`src/urx_map.vh`:
```
// Register map, field positions and reset values for the serial receiver.
// Included by the receiver module; definitions only.
`ifndef URX_MAP_VH
`define URX_MAP_VH

// ----------------------------------------------------------------
// Register offsets
// ----------------------------------------------------------------
`define URX_ADDR_W          2
`define URX_OFF_DATA        2'h0
`define URX_OFF_STATUS      2'h1
`define URX_OFF_CTRL_B      2'h2
`define URX_OFF_CTRL_C      2'h3

// ----------------------------------------------------------------
// Status register fields
// ----------------------------------------------------------------
`define URX_ST_RXC          7
`define URX_ST_FE           4
`define URX_ST_DOR          3
`define URX_ST_PE           2
`define URX_ST_U2X          1

// ----------------------------------------------------------------
// Control register b fields
// ----------------------------------------------------------------
`define URX_CB_RXCIE        7
`define URX_CB_RXEN         4
`define URX_CB_CHR9         2
`define URX_CB_RXB8         1

// ----------------------------------------------------------------
// Control register c fields
// ----------------------------------------------------------------
`define URX_CC_PAR_EN       5
`define URX_CC_PAR_ODD      4
`define URX_CC_STOP2        3
`define URX_CC_CSZ_HI       2
`define URX_CC_CSZ_LO       1

// ----------------------------------------------------------------
// Reset values and timing
// ----------------------------------------------------------------
`define URX_RST_STATUS      8'h00
`define URX_RST_CTRL_B      8'h00
`define URX_RST_CTRL_C      8'h06
`define URX_SPB_NORMAL      5'h10
`define URX_SPB_DOUBLE      5'h08
`define URX_BAUD_DIV_RST    12'h000

`endif

```
`src/urx_vote.v`:
```
// Three-sample majority voter for one bit period.
// Assumes samples arrive as a same-clock strobe with the line level.
`timescale 1ns/100ps
`default_nettype none

module urx_vote (
    // Clock and reset
    input  wire       clk_in,
    input  wire       reset_n_in,
    // Control
    input  wire       clear_in,
    input  wire       take_in,
    input  wire       line_in,
    // Result
    output wire       bit_out
);

    reg [1:0] hist_r;

    always @(posedge clk_in or negedge reset_n_in) begin
        if (!reset_n_in) begin
            hist_r <= 2'h3;
        end else if (clear_in) begin
            hist_r <= 2'h3;
        end else if (take_in) begin
            hist_r <= {hist_r[0], line_in};
        end
    end

    // Majority of the two held samples and the current one
    assign bit_out = (hist_r[1] & hist_r[0]) | (hist_r[1] & line_in) |
                     (hist_r[0] & line_in);

endmodule

`default_nettype wire

```
`src/urx_receiver.v`:
```
// Serial receiver: start detect, data recovery, two-deep buffer, status.
// Assumes a same-clock register port and an asynchronous receive pin.
// Contract
// [RQ1] Complete flag high iff buffer holds data
// [RQ2] Clearing enable flushes buffer
// [RQ3] Interrupt request is level while flag set
// [RQ4] Error flags buffered with each character
// [RQ5] Software writes to error flags ignored
// [RQ6] Error flags raise no interrupt
// [RQ7] Frame error set when stop is zero
// [RQ8] Only first stop bit examined
// [RQ9] Overrun on full buffer, waiting char, start
// [RQ10] Overrun cleared on successful transfer
// [RQ11] Parity error reads zero when disabled
// [RQ12] Upper bit enables parity, lower picks type
// [RQ13] Parity result stored only if enabled then
// [RQ14] Disable is immediate; pin released
// [RQ15] Sample at sixteen or eight per bit
// [RQ16] First low sample is one; vote centre
// [RQ17] Majority high rejects start as noise
// [RQ18] Software reads status before data
// [RQ19] Software writes zero to error positions
// [RQ20] Software flushes by reading until empty
// [RQ21] Ninth bit buffered with its character
// [RQ22] Each bit decided by centre majority
// [RQ23] Lower bit zero even, one odd
//
// Our own choices: strobed register access and the register addresses.
`timescale 1ns/100ps
`default_nettype none

`include "urx_map.vh"

module urx_receiver #(
    parameter BAUD_DIV_W = 12
) (
    // Clock and reset
    input  wire                   clk_in,
    input  wire                   reset_n_in,
    // Register port
    input  wire [`URX_ADDR_W-1:0] addr_in,
    input  wire [7:0]             wdata_in,
    input  wire                   wr_in,
    input  wire                   rd_in,
    output reg  [7:0]             rdata_out,
    // Sample rate divider (sample tick every div+1 clocks)
    input  wire [BAUD_DIV_W-1:0]  baud_div_in,
    // Serial line
    input  wire                   rxd_in,
    output wire                   rxd_override_out,
    // Interrupt request
    output wire                   rx_irq_out
);

    // ----------------------------------------------------------------
    // States
    // ----------------------------------------------------------------
    localparam ST_IDLE  = 2'h0;
    localparam ST_START = 2'h1;
    localparam ST_BITS  = 2'h2;

    // ----------------------------------------------------------------
    // Registers and line synchroniser
    // ----------------------------------------------------------------
    reg                  rxd_s1_r;
    reg                  rxd_s2_r;
    reg                  rxd_prev_r;
    reg [7:0]            ctrl_b_r;
    reg [7:0]            ctrl_c_r;
    reg                  double_speed_r;
    reg [BAUD_DIV_W-1:0] div_cnt_r;
    reg [1:0]            state_r;
    reg [4:0]            samp_r;
    reg [3:0]            bit_idx_r;
    reg [8:0]            shift_r;
    reg                  par_bit_r;
    reg                  hold_valid_r;
    reg [11:0]           hold_r;
    reg                  hold_dor_r;
    reg [11:0]           buf_r [0:1];
    reg [1:0]            count_r;
    reg                  rd_ptr_r;
    reg                  dor_pending_r;

    wire receiver_enable_bit = ctrl_b_r[`URX_CB_RXEN];
    wire parity_enable_bit   = ctrl_c_r[`URX_CC_PAR_EN];
    wire parity_odd_select   = ctrl_c_r[`URX_CC_PAR_ODD];
    // Gated by enable so a disable hides stale data in the same cycle
    wire rx_complete_flag    = receiver_enable_bit && (count_r != 2'h0);
    wire sample_tick         = (div_cnt_r == {BAUD_DIV_W{1'b0}});
    wire [4:0] spb = double_speed_r ? `URX_SPB_DOUBLE : `URX_SPB_NORMAL;
    wire [4:0] half = {1'b0, spb[4:1]};
    wire [3:0] dbits = ctrl_b_r[`URX_CB_CHR9] ? 4'h9 :
                       (4'h5 + {2'h0, ctrl_c_r[`URX_CC_CSZ_HI],
                                ctrl_c_r[`URX_CC_CSZ_LO]});
    wire [3:0] last_idx = dbits + {3'h0, parity_enable_bit};
    wire       voted;
    // [RQ16] [RQ22] centre samples voted
    wire       vote_take = sample_tick && (samp_r == half ||
                                           samp_r == half + 5'h1);
    wire       decide    = sample_tick && (samp_r == half + 5'h2);
    wire       rd_data   = rd_in && addr_in == `URX_OFF_DATA;
    wire       buf_full  = (count_r == 2'h2);
    wire       pop       = rd_data && rx_complete_flag;
    wire [11:0] head     = buf_r[rd_ptr_r];

    // [RQ14] pin released
    assign rxd_override_out = receiver_enable_bit;
    // [RQ3] level request, [RQ6] errors excluded
    assign rx_irq_out = ctrl_b_r[`URX_CB_RXCIE] & rx_complete_flag;

    // [RQ22] centre majority
    urx_vote u_vote (
        .clk_in     (clk_in),
        .reset_n_in (reset_n_in),
        .clear_in   (state_r == ST_IDLE),
        .take_in    (vote_take),
        .line_in    (rxd_s2_r),
        .bit_out    (voted)
    );

    // ----------------------------------------------------------------
    // Synchroniser and sample divider
    // ----------------------------------------------------------------
    always @(posedge clk_in or negedge reset_n_in) begin
        if (!reset_n_in) begin
            rxd_s1_r   <= 1'b1;
            rxd_s2_r   <= 1'b1;
            rxd_prev_r <= 1'b1;
            div_cnt_r  <= `URX_BAUD_DIV_RST;
        end else begin
            rxd_s1_r <= rxd_in;
            rxd_s2_r <= rxd_s1_r;
            if (sample_tick) begin
                rxd_prev_r <= rxd_s2_r;
                div_cnt_r  <= baud_div_in;
            end else begin
                div_cnt_r <= div_cnt_r - {{(BAUD_DIV_W-1){1'b0}}, 1'b1};
            end
        end
    end

    // ----------------------------------------------------------------
    // Control registers
    // ----------------------------------------------------------------
    always @(posedge clk_in or negedge reset_n_in) begin
        if (!reset_n_in) begin
            ctrl_b_r       <= `URX_RST_CTRL_B;
            ctrl_c_r       <= `URX_RST_CTRL_C;
            double_speed_r <= 1'b0;
        end else if (wr_in) begin
            case (addr_in)
                `URX_OFF_CTRL_B: ctrl_b_r <= wdata_in;
                `URX_OFF_CTRL_C: ctrl_c_r <= wdata_in;
                // [RQ5] only mode bit writable
                `URX_OFF_STATUS:
                    double_speed_r <= wdata_in[`URX_ST_U2X];
                default: ctrl_b_r <= ctrl_b_r;
            endcase
        end
    end

    // ----------------------------------------------------------------
    // Start detection and data recovery
    // ----------------------------------------------------------------
    wire par_calc = ^shift_r;
    always @(posedge clk_in or negedge reset_n_in) begin
        if (!reset_n_in) begin
            state_r      <= ST_IDLE;
            samp_r       <= 5'h00;
            bit_idx_r    <= 4'h0;
            shift_r      <= 9'h000;
            par_bit_r    <= 1'b0;
            hold_valid_r <= 1'b0;
            hold_r       <= 12'h000;
            hold_dor_r   <= 1'b0;
        end else if (!receiver_enable_bit) begin
            // [RQ14] abandon frame
            state_r      <= ST_IDLE;
            hold_valid_r <= 1'b0;
            hold_dor_r   <= 1'b0;
        end else begin
            // [RQ10] transfer clears overrun
            if (hold_valid_r && !buf_full) begin
                hold_valid_r <= 1'b0;
                hold_dor_r   <= 1'b0;
            end
            case (state_r)
                ST_IDLE: begin
                    // [RQ16] first low sample is one
                    if (sample_tick && rxd_prev_r && !rxd_s2_r) begin
                        state_r <= ST_START;
                        samp_r  <= 5'h2;
                    end
                end
                ST_START: begin
                    if (sample_tick) begin
                        samp_r <= samp_r + 5'h1;
                        if (decide) begin
                            // [RQ17] noise rejection
                            if (voted) begin
                                state_r <= ST_IDLE;
                            end else begin
                                state_r   <= ST_BITS;
                                bit_idx_r <= 4'h0;
                                shift_r   <= 9'h000;
                                // [RQ9] overrun on next start
                                if (hold_valid_r && buf_full)
                                    hold_dor_r <= 1'b1;
                            end
                        end
                        if (samp_r == spb)
                            samp_r <= 5'h1;
                    end
                end
                ST_BITS: begin
                    if (sample_tick) begin
                        samp_r <= (samp_r == spb) ? 5'h1 : samp_r + 5'h1;
                        if (decide && samp_r != 5'h0) begin
                            bit_idx_r <= bit_idx_r + 4'h1;
                            if (bit_idx_r < dbits)
                                shift_r[bit_idx_r] <= voted;
                            else if (bit_idx_r < last_idx)
                                par_bit_r <= voted;
                            else begin
                                // [RQ8] first stop only
                                state_r      <= ST_IDLE;
                                hold_valid_r <= 1'b1;
                                // [RQ7] stop zero is frame error
                                // [RQ13] stored only if enabled
                                // [RQ12] [RQ23] even or odd check
                                hold_r <= {~voted,
                                    parity_enable_bit &
                                    (par_calc ^ par_bit_r ^
                                     parity_odd_select),
                                    1'b0, shift_r};
                            end
                        end
                    end
                end
                default: state_r <= ST_IDLE;
            endcase
        end
    end

    // ----------------------------------------------------------------
    // Two-deep receive buffer
    // ----------------------------------------------------------------
    wire push = receiver_enable_bit && hold_valid_r && !buf_full;
    always @(posedge clk_in or negedge reset_n_in) begin
        if (!reset_n_in) begin
            count_r       <= 2'h0;
            rd_ptr_r      <= 1'b0;
            dor_pending_r <= 1'b0;
            buf_r[0]      <= 12'h000;
            buf_r[1]      <= 12'h000;
        end else if (!receiver_enable_bit) begin
            // [RQ2] flush on disable
            count_r  <= 2'h0;
            rd_ptr_r <= 1'b0;
        end else begin
            if (push) begin
                // [RQ4] [RQ21] flags and ninth bit stored
                buf_r[rd_ptr_r ^ count_r[0]] <=
                    {hold_r[11:10], hold_dor_r, hold_r[8:0]};
            end
            if (pop)
                rd_ptr_r <= ~rd_ptr_r;
            // [RQ1] count tracks unread characters
            count_r <= count_r + {1'b0, push} - {1'b0, pop};
        end
    end

    // ----------------------------------------------------------------
    // Read data, one cycle after the strobe
    // ----------------------------------------------------------------
    always @(posedge clk_in or negedge reset_n_in) begin
        if (!reset_n_in) begin
            rdata_out <= 8'h00;
        end else if (rd_in) begin
            case (addr_in)
                `URX_OFF_DATA: rdata_out <= head[7:0];
                `URX_OFF_STATUS: begin
                    rdata_out <= `URX_RST_STATUS;
                    rdata_out[`URX_ST_RXC] <= rx_complete_flag;
                    rdata_out[`URX_ST_FE]  <= rx_complete_flag & head[11];
                    rdata_out[`URX_ST_DOR] <= rx_complete_flag & head[9];
                    // [RQ11] zero when parity disabled
                    rdata_out[`URX_ST_PE]  <= rx_complete_flag &
                                              head[10] & parity_enable_bit;
                    rdata_out[`URX_ST_U2X] <= double_speed_r;
                end
                `URX_OFF_CTRL_B: rdata_out <= {ctrl_b_r[7:2],
                    head[8], ctrl_b_r[0]};
                default: rdata_out <= ctrl_c_r;
            endcase
        end
    end

endmodule

`default_nettype wire

```
`config.mk`:
```
export PLATFORM = sky130hd
export DESIGN_NAME = urx_receiver
export DESIGN_NICKNAME = d
export VERILOG_FILES = /design/src/urx_vote.v /design/src/urx_receiver.v
export VERILOG_INCLUDE_DIRS = /design/src
export SDC_FILE = /design/constraint.sdc
export NUM_CORES = 1
export LEC_CHECK = 0
export BUFFER_PORTS_ARGS = -buffer_cell sky130_fd_sc_hd__buf_2
export CAP_MARGIN = 10
export CORE_AREA = 2 2 96 98
export DETAILED_ROUTE_END_ITERATION = 8
export DIE_AREA = 0 0 98 100
export PLACE_DENSITY_LB_ADDON = 0.08
export SKIP_LAST_GASP = 1
export SLEW_MARGIN = 10
export SYNTH_ARGS = -nofsm -noshare
export SYNTH_HDL_FRONTEND = slang
export SYNTH_SLANG_ARGS = --single-unit
```
`constraint.sdc`:
```
create_clock -name clk_in -period 4.4 [get_ports clk_in]
set_clock_uncertainty 0.15 [all_clocks]
set_input_delay 0.88 -clock clk_in [delete_from_list [all_inputs] [get_ports clk_in]]
set_output_delay 0.88 -clock clk_in [all_outputs]
set_load 0.01 [all_outputs]
```
Yosys cells after proc, flatten, opt, wreduce, memory -nomap -nowiden
Index checks and enable logic that the tools add are counted.
Storage, ports and cells
  register bits after elaboration: 103
  output and inout port bits: 10
  word-level logic and storage cells: 179
Operators by class
  add/sub/neg operators: 9
  magnitude comparators: 7
  equality and inequality tests: 26
  muxes and demuxes: 59
  bitwise logic cells: 20
  reductions and logical operators: 37
Operators with widths (count)
  two-way mux 12 bit: 5
  two-way mux 9 bit: 6
  bitwise mux 24 bit: 1
  two-way mux 2 bit: 12
  two-way mux 4 bit: 6
  case mux 8 bit (3 select lines): 1
  inequality test 3 bit (second input constant): 7
  two-way mux 5 bit: 4
  case mux 9 bit (2 select lines): 1
  two-way mux 1 bit: 17
  == test 5 bit: 3
  logical AND 1 bit: 14
  inequality test 2 bit (second input constant): 7
  AND reduction 7 bit: 2
  demux 12 bit (select 1 bit): 1
  logical NOT 12 bit: 1
  AND reduction 6 bit: 2
  subtractor 12 x 1 -> 12 bit (second input constant): 1
  case mux 5 bit (2 select lines): 1
  AND 1 bit: 9
  bitwise mux 9 bit: 1
  parity 9 bit: 1
  == test 2 bit (second input constant): 4
  less-than comparator 4 bit: 2
  other kinds (31): 49

Depth between registers and ports, before layout
  depth in word-level cells: 10
  depth in mapped cells: 11
  mapped depth without buffers: 10

By module
A second synthesis with hierarchy kept.
Unflattened totals
  cells, all modules: 479
  area, all modules: 5305.1 µm²
By module, submodules not included
  urx_receiver: instances 1, cells an instance 472, area an instance 5212.5 µm²
  urx_vote: instances 1, cells an instance 7, area an instance 92.6 µm²

Worst setup path before layout
No wires, ideal clock.
  path type: input-to-reg
  start point: input addr_in[0]
  end point: register count_r[1]
  library setup time: 0.124 ns
  arrival: 2.579 ns
  data required time: 4.126 ns
  setup slack: 1.547 ns
  stages on the path: 9
  cell sequence: clkbuf_1 > or2_2 > nor4b_1 > ha_1 > inv_1 > ha_1 > xor2_1 > xnor2_1 > nor2_1
On the way
  cells in the longest elaborated chain, start to end: 5
Ends and longest elaborated chain
  start, declared: line urx_receiver.v:41  | input wire [`URX_ADDR_W-1:0] addr_in,
  logical NOT 2 bit
  logical AND 1 bit (no line)
  logical AND 1 bit: line urx_receiver.v:104  | wire pop = rd_data && rx_complete_flag;
  subtractor 2 x 1 -> 2 bit: line urx_receiver.v:270  | count_r <= count_r + {1'b0, push} - {1'b0, pop};
  two-way mux 2 bit: line urx_receiver.v:257  | end else if (!receiver_enable_bit) begin
  end signal, assigned: line urx_receiver.v:270
  end, declared: line urx_receiver.v:81  | reg [1:0] count_r;
Every way passes these cells.
A chain may end at the register's enable or synchronous reset.

Worst setup path after layout
  start point: register ctrl_c_r[1]
  end point: register hold_r[8]
On the way
  cells in the longest elaborated chain, start to end: 6
  elaborated cells between the ends (all ways): 8
  those cells by class: add/sub (2); order compare (2); mux (1); bitwise (2); reduce/logical (1)
Ends and longest elaborated chain
  start, declared: line urx_receiver.v:69  | reg [7:0] ctrl_c_r;
  start signal, assigned: line urx_receiver.v:149  | ctrl_c_r <= `URX_RST_CTRL_C;
  start signal, assigned: line urx_receiver.v:154  | `URX_OFF_CTRL_C: ctrl_c_r <= wdata_in;
  adder 3 x 2 -> 4 bit (*): line urx_receiver.v:94  | (4'h5 + {2'h0, ctrl_c_r[`URX_CC_CSZ_HI],
  two-way mux 4 bit (*): line urx_receiver.v:93  | wire [3:0] dbits = ctrl_b_r[`URX_CB_CHR9] ? 4'h9 :
  adder 4 x 1 -> 4 bit: line urx_receiver.v:96  | wire [3:0] last_idx = dbits + {3'h0, parity_enable_bit};
  less-than comparator 4 bit: line urx_receiver.v:223  | else if (bit_idx_r < last_idx)
  inverter 1 bit (no line)
  AND reduction 6 bit (no line) (*)
  end signal, assigned: line urx_receiver.v:232  | hold_r <= {~voted,
  end, declared: line urx_receiver.v:78  | reg [11:0] hold_r;
Every way passes the cells marked *; elsewhere a longest branch is shown, timed or not.

==> flow_summary_export.csv <==
group,metric,value,unit
detailed_routing,met2_length,5030,um
place,dp_slack,1.11,ns
detailed_routing,met1Wirelength,4590,um
sta,tns,0,ns
synth,synth_top_family_by_area,"simple AND/OR/NAND/NOR gates",
die,core-area,8890,sq um
critical_path,critical_path_class,"flip-flop to flip-flop",
critical_path,slowest_stage,"nand4_1",
synth,async_flop_share,1.00,
synth,synthXorXnorAreaFrac,0.0299,
place,dpl_cell_area,5560,sq um
synth,yosysWarningCount,0,
synth,yosysMostFrequentCell,"dfrtp_1",
outcome,status,"finished, final reports clean",
critical_path,worstSetupStartpointType,"flip-flop",
detailed_routing,topRoutingLayerUsed,"met4",
detailed_routing,drtPass1Iterations,4,
critical_path,worst-path-buf-inv,0,
critical_path,critPathTopFamily,"simple AND/OR/NAND/NOR gates",
sta,fin_crit_sh,0.753,
synth,synth_top_area_share,0.450,
critical_path,critPathMaxFanout,14,
die,io_pins,37,
sta,max_freq,302,MHz
synth,synth_compound_area_frac,0.107,
sta,worst_pin_slew,1.12,ns
global_routing,grt_overflow,0,
worst_hold_path,hold_path.class,"flip-flop to flip-flop",
detailed_routing,ant_nets,0,
synth,ys_seq_area_frac,0.485,
synth,synth.cell_area,5280,sq um
detailed_routing,dr_wl_met3,362,um
place,place_hpwl,7550,um
place,numPortBuffers,36,
critical_path,end_kind,"flip-flop",
die,start_util,0.594,
synth,ys_top_cells_by_count,"dfrtp_1, mux2_2, nand2_1",
die,die-area,9800,sq um
run,cap_violations,0,
sta,drv_slew,0,
place,dp_cells,619,
sta,hold_viol_final,0,
sta,finalSetupViolCount,0,
cts,path_clk_slew,0.10,ns
cells_and_area,finalInstanceArea,5780,sq um
critical_path,max_stage_delay,0.60,ns
cts,clkSinkCount,102,
detailed_routing,drc,0,
detailed_routing,vias,3622,
synth,ys_ff_latch,102,
sta,rsz0062_at_grt,"false",
critical_path,reg2reg_slack,1.09,ns
synth,synth_top_cell_by_area,"dfrtp_1",
sta,hold-worst-slack,0.212,ns
cts,worstSkewPairLatency,0.36,ns
synth,synth_simple_gate_area_share,0.145,
die,die_w,98,um
cells_and_area,drive_gt1_frac,0.235,
cells_and_area,num_antenna_cells,0,
global_routing,antenna_found_initial,0,
critical_path,worstPathCellList,"ha_1 > nor2b_1 > ha_1 > xnor2_1 > ha_1 > nand2_1 > o21ai_0 > nand4_1 > mux2_1",
detailed_routing,avgViaCountPerCell,5.70,
sta,period_minus_slack,3.31,ns
detailed_routing,wirelength,10200,um
die,die_height,100,um
critical_path,cp.arrival,3.40,ns
global_routing,grt_pass1_vias,3611,
global_routing,grt_max_degree,39,
critical_path,startpoint,"ctrl_c_r[1]$_DFFE_PN1P_",
worst_hold_path,min_from,"rxd_s1_r$_DFF_PN1_",
sta,slew-limit-headroom,0.254,
sta,fin_ws,1.09,ns
cts,cts_setup_buffers,0,
die,row_count,35,
global_routing,grt_use_total,0.224,
cts,cts_tree,"yes",
cells_and_area,areaGrowthSynthToFinish,9.41,%
cts,cts_buffers,9,
detailed_routing,wire_per_inst,16.1,um
synth,synthCells,485,
pwr,p_leak,2.63,nW
cts,clock_path_buffers,2,
synth,synth_edf_count,0,
pwr,pwr_density_cell,362,nW/um^2
critical_path,worst_r2r_startpoint,"ctrl_c_r[1]$_DFFE_PN1P_",
pwr,peakVddDrop,0.207,mV
synth,synth.distinct_cells,56,
cells_and_area,n_fill_cell,712,
synth,synthFlopType,"dfrtp_1",
place,place.gp.congestion,0.823,
cts,htreeDepth,3,
critical_path,cpMostUsedCell,"ha_1",
synth,syn_nets,537,
cts,cts_root_buf,"clkbuf_8",
cells_and_area,instances_no_fill,635,
detailed_routing,drt_iter0_markers,86,
cts,ctsResizeCount,0,
synth,yosys-top-cells-area,"dfrtp_1, mux2_2, ha_1",
cells_and_area,final_nets,571,
synth,synth_mux_area_frac,0.144,
critical_path,required,4.49,ns
cts,postCtsHoldBufs,0,
synth,synthAdderAreaFrac,0.0611,
global_routing,grt_pass1_wl,17600,um
synth,syn-mean-instance-area,10.9,sq um
## flip-flops by register name, summed over array words and instances (netlist names)
name	cells
buf_r	24
rdata_out	8
hold_valid_r	1
ctrl_b_r	7
shift_r	9
rxd_s1_r	1
div_cnt_r	12
samp_r	5
state_r	2
par_bit_r	1
count_r	2
rd_ptr_r	1
hold_r	11
hold_dor_r	1
ctrl_c_r	8
bit_idx_r	4
rxd_s2_r	1
rxd_prev_r	1
u_vote.hist_r	2
double_speed_r	1
## metrics by stage
stage	power, mW	util
3_3_place_gp	1.44	0.626
5_1_grt	2.20	0.650
6_report	2.09	0.650
2_1_floorplan	1.35	-
3_5_place_dp	1.46	0.626
4_1_cts	2.11	0.650
## final timing paths
check,depth (start not counted),end
worst max-delay path,9,hold_r[8]$_DFFE_PN0P_
worst min-delay path,0,rxd_s2_r$_DFF_PN1_
worst max register to register,9,hold_r[8]$_DFFE_PN0P_
worst min register to register,0,rxd_s2_r$_DFF_PN1_
max in group asynchronous,2,rxd_s1_r$_DFF_PN1_
min in group asynchronous,1,buf_r[18]$_DFFE_PN0P_
## power breakdown
group | switching [mW] | internal [mW] | leakage, nW
Sequential | 0.102 | 1.03 | 1.34
Combinational | 0.158 | 0.155 | 1.19
Clock | 0.321 | 0.325 | 0.108
## area by class of cell
cell class,count,area (sq um),area share
Sequential cell,102,2560,0.443
Clock inverter,5,82.6,0.0143
Timing Repair Buffer,39,205,0.0355
Inverter,23,86.3,0.0149
Clock buffer,11,131,0.0227
Multi-Input combinational cell,344,2570,0.445
Tap cell,111,139,0.0240
## placed cells by master, fill, tap and decap left out, types with 5 or more instances in the layout
master,instances
xnor2_1,14
inv_1,23
buf_2,35
o21ai_0,20
clkbuf_8,9
mux2_2,48
dfrtp_1,95
nand3_1,11
dfstp_2,7
a22o_1,7
nor2b_1,6
o21ai_1,5
nand2_1,45
nand2b_1,5
nor3_1,8
nor2_1,39
mux2i_1,12
mux2_1,5
a21oi_1,16
ha_1,25
and3_1,7
## cells by family (layout without fill, tap and decap cells)
group | count (synthesis) | count (layout)
DFF | 102 | 102
AOI/OAI and AO/OA | 84 | 84
muxes | 67 | 67
adders and majority gates | 26 | 26
xor gates and xnor gates | 18 | 18
and+or+nand+nor | 149 | 149
buffers and inverters | 39 | 78
## routing by layer
layer	up-vias	GRT usage
met5	-	0
met4	0	0.0844
met3	16	0.0376
met2	58	0.378
met1	1756	0.293
li1	1792	-
Power figures use the tool's default switching activity.
